[config.mk]
export PLATFORM = sky130hd
export DESIGN_NAME = bmu_core
export DESIGN_NICKNAME = d
export VERILOG_FILES = /design/src/hw/bmu_pkg.sv /design/src/hw/bmu_core.sv
export SDC_FILE = /design/constraint.sdc
export NUM_CORES = 1
export LEC_CHECK = 0
export BUFFER_PORTS_ARGS = -buffer_cell sky130_fd_sc_hd__clkbuf_2
export CORE_ASPECT_RATIO = 1.4
export CORE_MARGIN = 2
export CORE_UTILIZATION = 35
export DETAILED_ROUTE_END_ITERATION = 6
export PLACE_DENSITY_LB_ADDON = 0.25
export SETUP_SLACK_MARGIN = 0.05
export SYNTH_ARGS = -nofsm -noshare
export SYNTH_HDL_FRONTEND = slang
export SYNTH_SLANG_ARGS = --single-unit
[constraint.sdc]
create_clock -name mclk_i -period 2.48 [get_ports mclk_i]
set_clock_uncertainty 0.2 [all_clocks]
set_input_delay 0.248 -clock mclk_i [delete_from_list [all_inputs] [get_ports mclk_i]]
set_output_delay 0.248 -clock mclk_i [all_outputs]
set_load 0.02 [all_outputs]
[src/hw/bmu_pkg.sv]
// Shared constants and the operation encoding of the bit manipulation unit
package bmu_pkg;

    // ------------------------------------------------------------------
    // Widths
    // ------------------------------------------------------------------
    localparam int DATA_W = 16;
    localparam int POS_W  = 4;

    // ------------------------------------------------------------------
    // Reset values
    // ------------------------------------------------------------------
    localparam logic [DATA_W-1:0] RST_DATA  = 16'h0000;
    localparam logic [POS_W-1:0]  RST_INDEX = 4'h0;
    localparam logic              RST_FLAG  = 1'h0;

    // ------------------------------------------------------------------
    // Operations
    // ------------------------------------------------------------------
    typedef enum logic [4:0] {
        bit_and_carry,
        bit_or_carry,
        bit_xor_carry,
        bit_and_inverted_carry,
        bit_or_inverted_carry,
        bit_xor_inverted_carry,
        bit_force_one,
        bit_force_zero,
        bit_complement,
        bit_probe,
        bit_probe_inverted,
        bit_probe_then_zero,
        bit_probe_then_one,
        bit_index_prefix,
        cond_store_carry_set,
        cond_store_carry_clear,
        cond_store_equal,
        cond_store_not_equal,
        cond_store_unsigned_higher,
        cond_store_unsigned_lower_same,
        cond_store_positive,
        cond_store_negative,
        cond_store_signed_ge,
        cond_store_signed_lt,
        cond_store_signed_le,
        cond_store_signed_gt,
        cond_store_overflow,
        cond_store_no_overflow
    } bmu_op_t;

endpackage : bmu_pkg

[src/hw/bmu_core.sv]
// Bit manipulation datapath: bit logic into carry, bit writes, tests, index prefix
`timescale 1ns/1ps

module bmu_core (
    // Clock and reset
    input  wire logic                        mclk_i,
    input  wire logic                        arst_n_i,
    // Instruction side
    input  wire logic                        op_valid_i,
    input  wire bmu_pkg::bmu_op_t            op_i,
    input  wire logic [bmu_pkg::POS_W-1:0]   bit_sel_i,
    input  wire logic [bmu_pkg::DATA_W-1:0]  operand_i,
    // Flag register side
    input  wire logic                        flag_c_i,
    input  wire logic                        flag_z_i,
    input  wire logic                        flag_s_i,
    input  wire logic                        flag_o_i,
    // Results
    output logic                             res_valid_o,
    output logic                             res_wr_o,
    output logic [bmu_pkg::DATA_W-1:0]       res_data_o,
    output logic                             flag_c_o,
    output logic                             flag_z_o,
    output logic                             flag_c_wr_o,
    output logic                             flag_z_wr_o,
    output logic                             idx_pend_o
);

    // ------------------------------------------------------------------
    // Declarations
    // ------------------------------------------------------------------
    logic [bmu_pkg::POS_W-1:0]  idx;
    logic [bmu_pkg::POS_W-1:0]  bit_pos;
    logic                       src_bit;
    logic                       sxo;
    logic                       cond_bit;
    logic                       is_cond;
    logic [bmu_pkg::DATA_W-1:0] next_data;
    logic                       next_wr;
    logic                       next_c;
    logic                       next_z;
    logic                       next_c_wr;
    logic                       next_z_wr;

    // ------------------------------------------------------------------
    // Bit addressing
    // ------------------------------------------------------------------
    // A pending index overrides the bit number of the instruction
    assign bit_pos = idx_pend_o ? idx : bit_sel_i;
    assign src_bit = operand_i[bit_pos];
    assign sxo     = flag_s_i ^ flag_o_i;

    // ------------------------------------------------------------------
    // Condition evaluation for conditional stores
    // ------------------------------------------------------------------
    always_comb begin
        cond_bit = 1'b0;
        is_cond  = 1'b1;
        case (op_i)
            bmu_pkg::cond_store_carry_set: begin
                cond_bit = flag_c_i;
            end
            bmu_pkg::cond_store_carry_clear: begin
                cond_bit = ~flag_c_i;
            end
            bmu_pkg::cond_store_equal: begin
                cond_bit = flag_z_i;
            end
            bmu_pkg::cond_store_not_equal: begin
                cond_bit = ~flag_z_i;
            end
            bmu_pkg::cond_store_unsigned_higher: begin
                cond_bit = flag_c_i & ~flag_z_i;
            end
            bmu_pkg::cond_store_unsigned_lower_same: begin
                cond_bit = ~(flag_c_i & ~flag_z_i);
            end
            bmu_pkg::cond_store_positive: begin
                cond_bit = ~flag_s_i;
            end
            bmu_pkg::cond_store_negative: begin
                cond_bit = flag_s_i;
            end
            bmu_pkg::cond_store_signed_ge: begin
                cond_bit = ~sxo;
            end
            bmu_pkg::cond_store_signed_lt: begin
                cond_bit = sxo;
            end
            bmu_pkg::cond_store_signed_le: begin
                cond_bit = sxo | flag_z_i;
            end
            bmu_pkg::cond_store_signed_gt: begin
                cond_bit = ~(sxo | flag_z_i);
            end
            bmu_pkg::cond_store_overflow: begin
                cond_bit = flag_o_i;
            end
            bmu_pkg::cond_store_no_overflow: begin
                cond_bit = ~flag_o_i;
            end
            default: begin
                is_cond = 1'b0;
            end
        endcase
    end

    // ------------------------------------------------------------------
    // Result computation
    // ------------------------------------------------------------------
    // Defaults pass operand and flags through untouched
    always_comb begin
        next_data = operand_i;
        next_wr   = 1'b0;
        next_c    = flag_c_i;
        next_z    = flag_z_i;
        next_c_wr = 1'b0;
        next_z_wr = 1'b0;
        case (op_i)
            bmu_pkg::bit_and_carry: begin
                next_c    = src_bit & flag_c_i;
                next_c_wr = 1'b1;
            end
            bmu_pkg::bit_or_carry: begin
                next_c    = src_bit | flag_c_i;
                next_c_wr = 1'b1;
            end
            bmu_pkg::bit_xor_carry: begin
                next_c    = src_bit ^ flag_c_i;
                next_c_wr = 1'b1;
            end
            bmu_pkg::bit_and_inverted_carry: begin
                next_c    = ~src_bit & flag_c_i;
                next_c_wr = 1'b1;
            end
            bmu_pkg::bit_or_inverted_carry: begin
                next_c    = ~src_bit | flag_c_i;
                next_c_wr = 1'b1;
            end
            bmu_pkg::bit_xor_inverted_carry: begin
                next_c    = ~src_bit ^ flag_c_i;
                next_c_wr = 1'b1;
            end
            bmu_pkg::bit_force_one: begin
                next_data[bit_pos] = 1'b1;
                next_wr            = 1'b1;
            end
            bmu_pkg::bit_force_zero: begin
                next_data[bit_pos] = 1'b0;
                next_wr            = 1'b1;
            end
            bmu_pkg::bit_complement: begin
                next_data[bit_pos] = ~src_bit;
                next_wr            = 1'b1;
            end
            bmu_pkg::bit_probe: begin
                next_z    = src_bit;
                next_c    = src_bit;
                next_z_wr = 1'b1;
                next_c_wr = 1'b1;
            end
            bmu_pkg::bit_probe_inverted: begin
                next_z    = ~src_bit;
                next_c    = ~src_bit;
                next_z_wr = 1'b1;
                next_c_wr = 1'b1;
            end
            bmu_pkg::bit_probe_then_zero: begin
                next_z             = src_bit;
                next_c             = src_bit;
                next_z_wr          = 1'b1;
                next_c_wr          = 1'b1;
                next_data[bit_pos] = 1'b0;
                next_wr            = 1'b1;
            end
            bmu_pkg::bit_probe_then_one: begin
                next_z             = src_bit;
                next_c             = src_bit;
                next_z_wr          = 1'b1;
                next_c_wr          = 1'b1;
                next_data[bit_pos] = 1'b1;
                next_wr            = 1'b1;
            end
            default: begin
                if (is_cond) begin
                    next_data[bit_pos] = cond_bit;
                    next_wr            = 1'b1;
                end
            end
        endcase
    end

    // ------------------------------------------------------------------
    // Index prefix register
    // ------------------------------------------------------------------
    // Any following bit operation consumes the index
    always_ff @(posedge mclk_i or negedge arst_n_i) begin
        if (!arst_n_i) begin
            idx        <= bmu_pkg::RST_INDEX;
            idx_pend_o <= bmu_pkg::RST_FLAG;
        end else if (op_valid_i) begin
            if (op_i == bmu_pkg::bit_index_prefix) begin
                idx        <= operand_i[bmu_pkg::POS_W-1:0];
                idx_pend_o <= 1'b1;
            end else begin
                idx_pend_o <= 1'b0;
            end
        end
    end

    // ------------------------------------------------------------------
    // Result registers
    // ------------------------------------------------------------------
    always_ff @(posedge mclk_i or negedge arst_n_i) begin
        if (!arst_n_i) begin
            res_valid_o <= bmu_pkg::RST_FLAG;
            res_wr_o    <= bmu_pkg::RST_FLAG;
            flag_c_wr_o <= bmu_pkg::RST_FLAG;
            flag_z_wr_o <= bmu_pkg::RST_FLAG;
        end else begin
            res_valid_o <= op_valid_i;
            res_wr_o    <= op_valid_i & next_wr;
            flag_c_wr_o <= op_valid_i & next_c_wr;
            flag_z_wr_o <= op_valid_i & next_z_wr;
        end
    end

    always_ff @(posedge mclk_i or negedge arst_n_i) begin
        if (!arst_n_i) begin
            res_data_o <= bmu_pkg::RST_DATA;
            flag_c_o   <= bmu_pkg::RST_FLAG;
            flag_z_o   <= bmu_pkg::RST_FLAG;
        end else if (op_valid_i) begin
            res_data_o <= next_data;
            flag_c_o   <= next_c;
            flag_z_o   <= next_z;
        end
    end

    // ------------------------------------------------------------------
    // Assertions
    // ------------------------------------------------------------------
    chk_and_carry: assert property (
        @(posedge mclk_i) disable iff (!arst_n_i)
        op_valid_i && op_i == bmu_pkg::bit_and_carry
        |=> flag_c_wr_o && flag_c_o == ($past(src_bit) & $past(flag_c_i)) && !res_wr_o
    ) else $error("carry AND result wrong");

    chk_inv_xor: assert property (
        @(posedge mclk_i) disable iff (!arst_n_i)
        op_valid_i && op_i == bmu_pkg::bit_xor_inverted_carry
        |=> flag_c_wr_o && flag_c_o == ($past(src_bit) ~^ $past(flag_c_i))
    ) else $error("inverted carry XOR result wrong");

    chk_complement_bit: assert property (
        @(posedge mclk_i) disable iff (!arst_n_i)
        op_valid_i && op_i == bmu_pkg::bit_complement
        |=> res_wr_o && (res_data_o ^ $past(operand_i)) == (16'h0001 << $past(bit_pos))
    ) else $error("complement did not flip exactly the addressed bit");

    chk_force_one: assert property (
        @(posedge mclk_i) disable iff (!arst_n_i)
        op_valid_i && op_i == bmu_pkg::bit_force_one
        |=> res_wr_o && res_data_o[$past(bit_pos)] && !flag_c_wr_o && !flag_z_wr_o
    ) else $error("force-one did not set the addressed bit");

    chk_probe_flags: assert property (
        @(posedge mclk_i) disable iff (!arst_n_i)
        op_valid_i && op_i == bmu_pkg::bit_probe
        |=> flag_z_o == $past(src_bit) && flag_c_o == flag_z_o && !res_wr_o
    ) else $error("probe flags wrong or operand written");

    chk_probe_inverted: assert property (
        @(posedge mclk_i) disable iff (!arst_n_i)
        op_valid_i && op_i == bmu_pkg::bit_probe_inverted
        |=> flag_z_wr_o && flag_z_o != $past(src_bit) && flag_c_o == flag_z_o
    ) else $error("inverted probe flags wrong");

    chk_probe_clear: assert property (
        @(posedge mclk_i) disable iff (!arst_n_i)
        op_valid_i && op_i == bmu_pkg::bit_probe_then_zero
        |=> flag_c_o == $past(src_bit) && res_wr_o && !res_data_o[$past(bit_pos)]
    ) else $error("probe-then-zero wrong");

    chk_index_use: assert property (
        @(posedge mclk_i) disable iff (!arst_n_i)
        op_valid_i && op_i == bmu_pkg::bit_index_prefix ##1
        op_valid_i && op_i != bmu_pkg::bit_index_prefix
        |-> bit_pos == $past(operand_i[bmu_pkg::POS_W-1:0]) ##1 !idx_pend_o
    ) else $error("index prefix not applied to next operation");

    chk_carry_store: assert property (
        @(posedge mclk_i) disable iff (!arst_n_i)
        op_valid_i && op_i == bmu_pkg::cond_store_carry_set
        |=> res_wr_o && res_data_o[$past(bit_pos)] == $past(flag_c_i)
    ) else $error("carry-set store wrong");

    chk_carry_clear: assert property (
        @(posedge mclk_i) disable iff (!arst_n_i)
        op_valid_i && op_i == bmu_pkg::cond_store_carry_clear
        |=> res_wr_o && res_data_o[$past(bit_pos)] == !$past(flag_c_i)
    ) else $error("carry-clear store wrong");

    chk_equal_store: assert property (
        @(posedge mclk_i) disable iff (!arst_n_i)
        op_valid_i && op_i == bmu_pkg::cond_store_equal
        |=> res_wr_o && res_data_o[$past(bit_pos)] == $past(flag_z_i)
    ) else $error("equal store wrong");

    chk_negative_store: assert property (
        @(posedge mclk_i) disable iff (!arst_n_i)
        op_valid_i && op_i == bmu_pkg::cond_store_negative
        |=> res_wr_o && res_data_o[$past(bit_pos)] == $past(flag_s_i)
    ) else $error("negative store wrong");

    chk_no_overflow: assert property (
        @(posedge mclk_i) disable iff (!arst_n_i)
        op_valid_i && op_i == bmu_pkg::cond_store_no_overflow
        |=> res_wr_o && res_data_o[$past(bit_pos)] == !$past(flag_o_i)
    ) else $error("no-overflow store wrong");

    chk_higher_store: assert property (
        @(posedge mclk_i) disable iff (!arst_n_i)
        op_valid_i && op_i == bmu_pkg::cond_store_unsigned_higher
        |=> res_data_o[$past(bit_pos)] == ($past(flag_c_i) && !$past(flag_z_i))
    ) else $error("unsigned higher store wrong");

    chk_signed_le: assert property (
        @(posedge mclk_i) disable iff (!arst_n_i)
        op_valid_i && op_i == bmu_pkg::cond_store_signed_le
        |=> res_data_o[$past(bit_pos)] == ($past(sxo) | $past(flag_z_i))
    ) else $error("signed le store wrong");

    chk_other_bits: assert property (
        @(posedge mclk_i) disable iff (!arst_n_i)
        op_valid_i |=> $onehot0(res_data_o ^ $past(operand_i)) && res_valid_o
    ) else $error("more than one operand bit changed");

    chk_flags_kept: assert property (
        @(posedge mclk_i) disable iff (!arst_n_i)
        op_valid_i && is_cond |=> !flag_c_wr_o && !flag_z_wr_o
    ) else $error("conditional store touched a flag");

endmodule : bmu_core

* After elaboration in Yosys (flattened, before gate mapping)
Cells that the tools add are included.
** Operators by class
- Add/sub/neg operators :: 0
- Shift-type cells :: 0
- Mux-type cells :: 18
- Div/mod/pow operators :: 0
- Bitwise operators :: 23
- Equal/unequal tests :: 27
- Reductions and logical operators :: 11
- Multipliers :: 0
- Order comparisons :: 2
** Operators by type and width (number)
- $pmux W16 S4 :: 1
- $eq A5 B5 Y1 const B :: 12
- $eq A5 B4 Y1 const B :: 8
- $bwmux W16 :: 2
- $eq A5 B3 Y1 const B :: 4
- $and A16 B16 Y16 :: 1
- $mux W16 :: 1
- $not A16 Y16 :: 1
- $or A16 B16 Y16 :: 1
- $pmux W1 S14 :: 1
- $reduce_or A14 Y1 :: 1
- $eq A5 B2 Y1 const B :: 2
- $reduce_or A10 Y1 :: 1
- $not A1 Y1 :: 8
- $pmux W1 S8 :: 1
- $reduce_or A8 Y1 :: 1
- $mux W1 :: 7
- $and A1 B1 Y1 :: 6
- $eq A5 B1 Y1 const B :: 1
- $logic_not A5 Y1 :: 1
- $lt A4 B5 Y1 const B :: 1
- $reduce_or A5 Y1 :: 1
- $bmux W1 S4 :: 1
- $demux W1 S4 :: 1
- 10 further kinds :: 16
** Word-level totals
- Logic and storage cells :: 90
- RAM bits :: 0
- Register bits after elaboration :: 27
- Bits in latches :: 0
- Input bits :: 32
- Output and inout bits :: 23
- ROM bits :: 0
- Memories kept :: 0

* Longest topological paths before layout
- Depth in word-level cells :: 8
- Gate-level depth with buffers :: 11
- Depth with buffers taken out :: 8

* Worst setup path after synthesis
OpenSTA, ideal clock, no wires.
- Path type :: flip-flop to flip-flop
- From :: reg idx_pend_o
- To :: reg res_data_o[0] in the netlist's numbering
- Library setup time :: 0.123 ns
- Data arrival time :: 2.522 ns
- Path slack :: -0.364 ns
- Buffers on the path :: 3
- Stages on the path, launching flop included :: 12
- Clock period less this slack :: 2.844 ns
- Cell sequence :: dfrtp_1 > buf_6 > buf_4 > inv_1 > a31oi_1 > a41oi_1 > nor4_4 > a211oi_2 > o21a_4 > buf_6 > a221oi_2 > nor2_1
** Between the ends
- Longest elaborated chain between the ends :: 8
** Ends and longest elaborated chain
- start, declared :: RTL line bmu_core.sv:26 : output logic idx_pend_o
- start signal, assigned :: RTL line bmu_core.sv:200 : idx_pend_o <= bmu_pkg::RST_FLAG;
- $mux W4 (*) :: RTL line bmu_core.sv:49 : assign bit_pos = idx_pend_o ? idx : bit_sel_i;
- $lt A4 B5 Y1 (not written as such) or $ge A4 B1 Y1 (tied branches)
- $logic_and A1 B1 Y1 (not written as such)
- $mux W1 (not written as such)
- $demux W1 S4
- $bwmux W16 or $not A16 Y16 (tied branches)
- $mux W16 or $and A16 B16 Y16 (tied branches)
- $pmux W16 S4 (*) :: RTL line bmu_core.sv:119 : case (op_i)
- end signal, assigned :: RTL line bmu_core.sv:230 : res_data_o <= bmu_pkg::RST_DATA;
- end signal, assigned :: RTL line bmu_core.sv:234 : res_data_o <= next_data;
- end, declared :: RTL line bmu_core.sv:21 : output logic [bmu_pkg::DATA_W-1:0] res_data_o,
Mark *: on every way between the ends. The rest lies on a longest branch, timed or not. The select of a mux whose other input is x is not followed.
A chain may end at the register's enable or synchronous reset.

* Final worst setup path
- From :: reg idx_pend_o
- To :: reg res_data_o[1] in the netlist's numbering
The elaborated chain is that of the path after synthesis.

==> reports/results.tsv <==
metric	value	unit
die_x	73.2	µm
worstSetupPathType	reg -> reg	
rsz0062_at_grt	yes	
drt-total-wl	7650	µm
dpl_cell_area	2800	µm²
max_slew_margin	22.6	%
gp_congestion	0.959	
avgSynthCellArea	7.98	µm²
synth_flop_cell	dfrtp_1	
hpwl	5560	µm
crit_path_end_kind	flip-flop	
arrival	2.68	ns
tightest_slew	1.15	ns
fin_crit	2.71	ns
clock_latency	0.28	ns
tns	-3.14	ns
diodes	0	
drc_errors	0	
route.vias.total	2642	
path_clk_slew	0.10	ns
dp_cells	425	
fin_ws	-0.227	ns
path_cells	mux2_4, mux4_2, nor2_2, nor4_4, a211oi_2, o21a_4, a221oi_2, nor2_1	
syn_inst	294	
synth_nets	326	
io-pin-count	55	
syn_area	2350	µm²
portBuffers	54	
cap_violations	0	
outcome	finished, violations left	
viasPerCell	6.06	
stdcell_count	436	
drive_above_1_share	35.9	%
num_rows	35	
startpoint_type	flip-flop	
crit_slowest_cell	dfrtp_2	
finalNetCount	395	
synthTopCellsByArea	dfrtp_1, a21oi_1, nor2_1, a221oi_2, o22ai_1	
design_area	3040	µm²
antenna_found_initial	0	
hold_ws	0.0660	ns
critPathRequiredTime	2.45	ns
yosysWarnings	0	
synth_area_leader_cell	dfrtp_1	
p_leak	1.25	nW
cts_buffer_depth	2	
yosysMostFrequentCell	nor2_1	
violations	negative setup slack	
cts_buffers	3	
ant_nets	0	
netlist.area_leader.share	28.8	%
async_reset_ff_share	100	%
grt_pass1_wl	12500	µm
initial_core_util	36.0	%
yosysSeqAreaShare	28.8	%
synth_edf_count	0	
core	6530	µm²
final_core_util	46.7	%
slowest_delay	0.47	ns
crit_buf_inv	0	
synth_common_cells	nor2_1, a21oi_1, dfrtp_1	
htree_levels	1	
ys_types	54	
hold_violations	0	
grt_pass1_vias	2581	
die_area	7380	µm²
grt_max_degree	28	
clock_sinks	27	
overflow	0	
fmax	369	MHz
die_y	101	µm
drt-initial-drc-count	95	
cts_tree	yes	
syn2layout_area_growth	29.8	%
ys_ff_latch	27	
crit_family	compound AO/OA/AOI/OAI gates	
grtUsageTotal	21.5	%
firstDrtPassIters	4	
crit_path_max_fanout	8	
ir_drop	0.257	mV
pre_cts_ws	-0.213	ns
powerDensity	437	nW/µm²
min_path_type	in -> reg	
maxSlewViolCount	0	
cts_root_buffer	clkbuf_8	
finalSetupViolCount	18	
wl_per_cell	17.5	µm
p_total	1.33	mW
min_period_over_period	109	%
area by class of cell:
type                    instances  area (µm²)
repair buffers                 84         522
flip-flops and latches         27         677
multi-input cells             238        1670
well taps                      74        92.6
fillers                       683        3480
inverters                       9        33.8
clock buffers                   4        45.0
kinds of logic after synthesis:
family / after synthesis / share of synthesized area [%]
DFF: 27 / 28.8
buffers and inverters: 30 / 5.71
xor gates and xnor gates: 4 / 1.49
AOI/OAI and AO/OA: 111 / 34.0
and+or+nand+nor: 110 / 23.0
muxes: 12 / 6.99
worst register-to-register path, cell delays in order, from the launching register on:
cell	delay, ns
dfrtp_2	0.47
mux2_4	0.33
mux4_2	0.35
nor2_2	0.05
nor4_4	0.38
a211oi_2	0.17
o21a_4	0.30
a221oi_2	0.29
nor2_1	0.07
sequential cells by signal, indices dropped and copies added (netlist names):
name,cells
flag_c_wr_o,1
res_data_o,16
flag_z_wr_o,1
res_valid_o,1
flag_c_o,1
flag_z_o,1
res_wr_o,1
idx,4
idx_pend_o,1
what timing repair did:
action,CTS,global route
buffers inserted,5,0
gates cloned,1,0
hold endpoints to repair,27,0
pin swaps,11,7
hold buffers,1,0
resized for setup,18,12
endpoints found under the setup margin,18,18
final timing paths:
kind,start,to,slack (ns),depth (start not counted)
worst max-delay path,idx_pend_o$_DFFE_PN0P_,res_data_o[1]$_DFFE_PN0P_,-0.23,8
worst max register to register,idx_pend_o$_DFFE_PN0P_,res_data_o[1]$_DFFE_PN0P_,-0.23,8
max in group asynchronous,arst_n_i,idx_pend_o$_DFFE_PN0P_,1.22,2
worst min-delay path,operand_i[14],res_data_o[14]$_DFFE_PN0P_,0.07,3
worst min register to register,flag_z_o$_DFFE_PN0P_,flag_z_o$_DFFE_PN0P_,0.36,2
min in group asynchronous,arst_n_i,idx[3]$_DFFE_PN0P_,0.35,2
power by group:
group | total [mW] | leakage (nW) | internal, mW | switching, mW
clock network | 0.259 | 0.0228 | 0.115 | 0.144
logic | 0.537 | 0.914 | 0.220 | 0.317
registers | 0.534 | 0.314 | 0.494 | 0.0403
cells in the final DEF (no fill, tap or decap), types with 4 or more instances in the layout:
cell       n
nor2_1    46
nor2b_1    4
dfrtp_1   26
nand2b_1   5
buf_4     26
nor3_1     5
nor4bb_1   4
o21ai_1    5
inv_1      9
nand2_1   24
mux2_2     5
a221oi_2  15
o21ai_0    4
a31oi_1    5
o22ai_1   18
clkbuf_2  54
a21oi_1   40
per-layer routing:
| metal | global-route usage, % | up-vias | share of wire (%) |
|---|---|---|---|
| met3 | 1.90 | 27 | 3.4 |
| li1 | - | 1249 | - |
| met4 | 10.1 | 0 | 3.6 |
| met2 | 37.7 | 86 | 53 |
| met5 | 0 | - | 0 |
| met1 | 25.9 | 1280 | 40 |
Note: power is estimated with default switching activity, not from simulation.
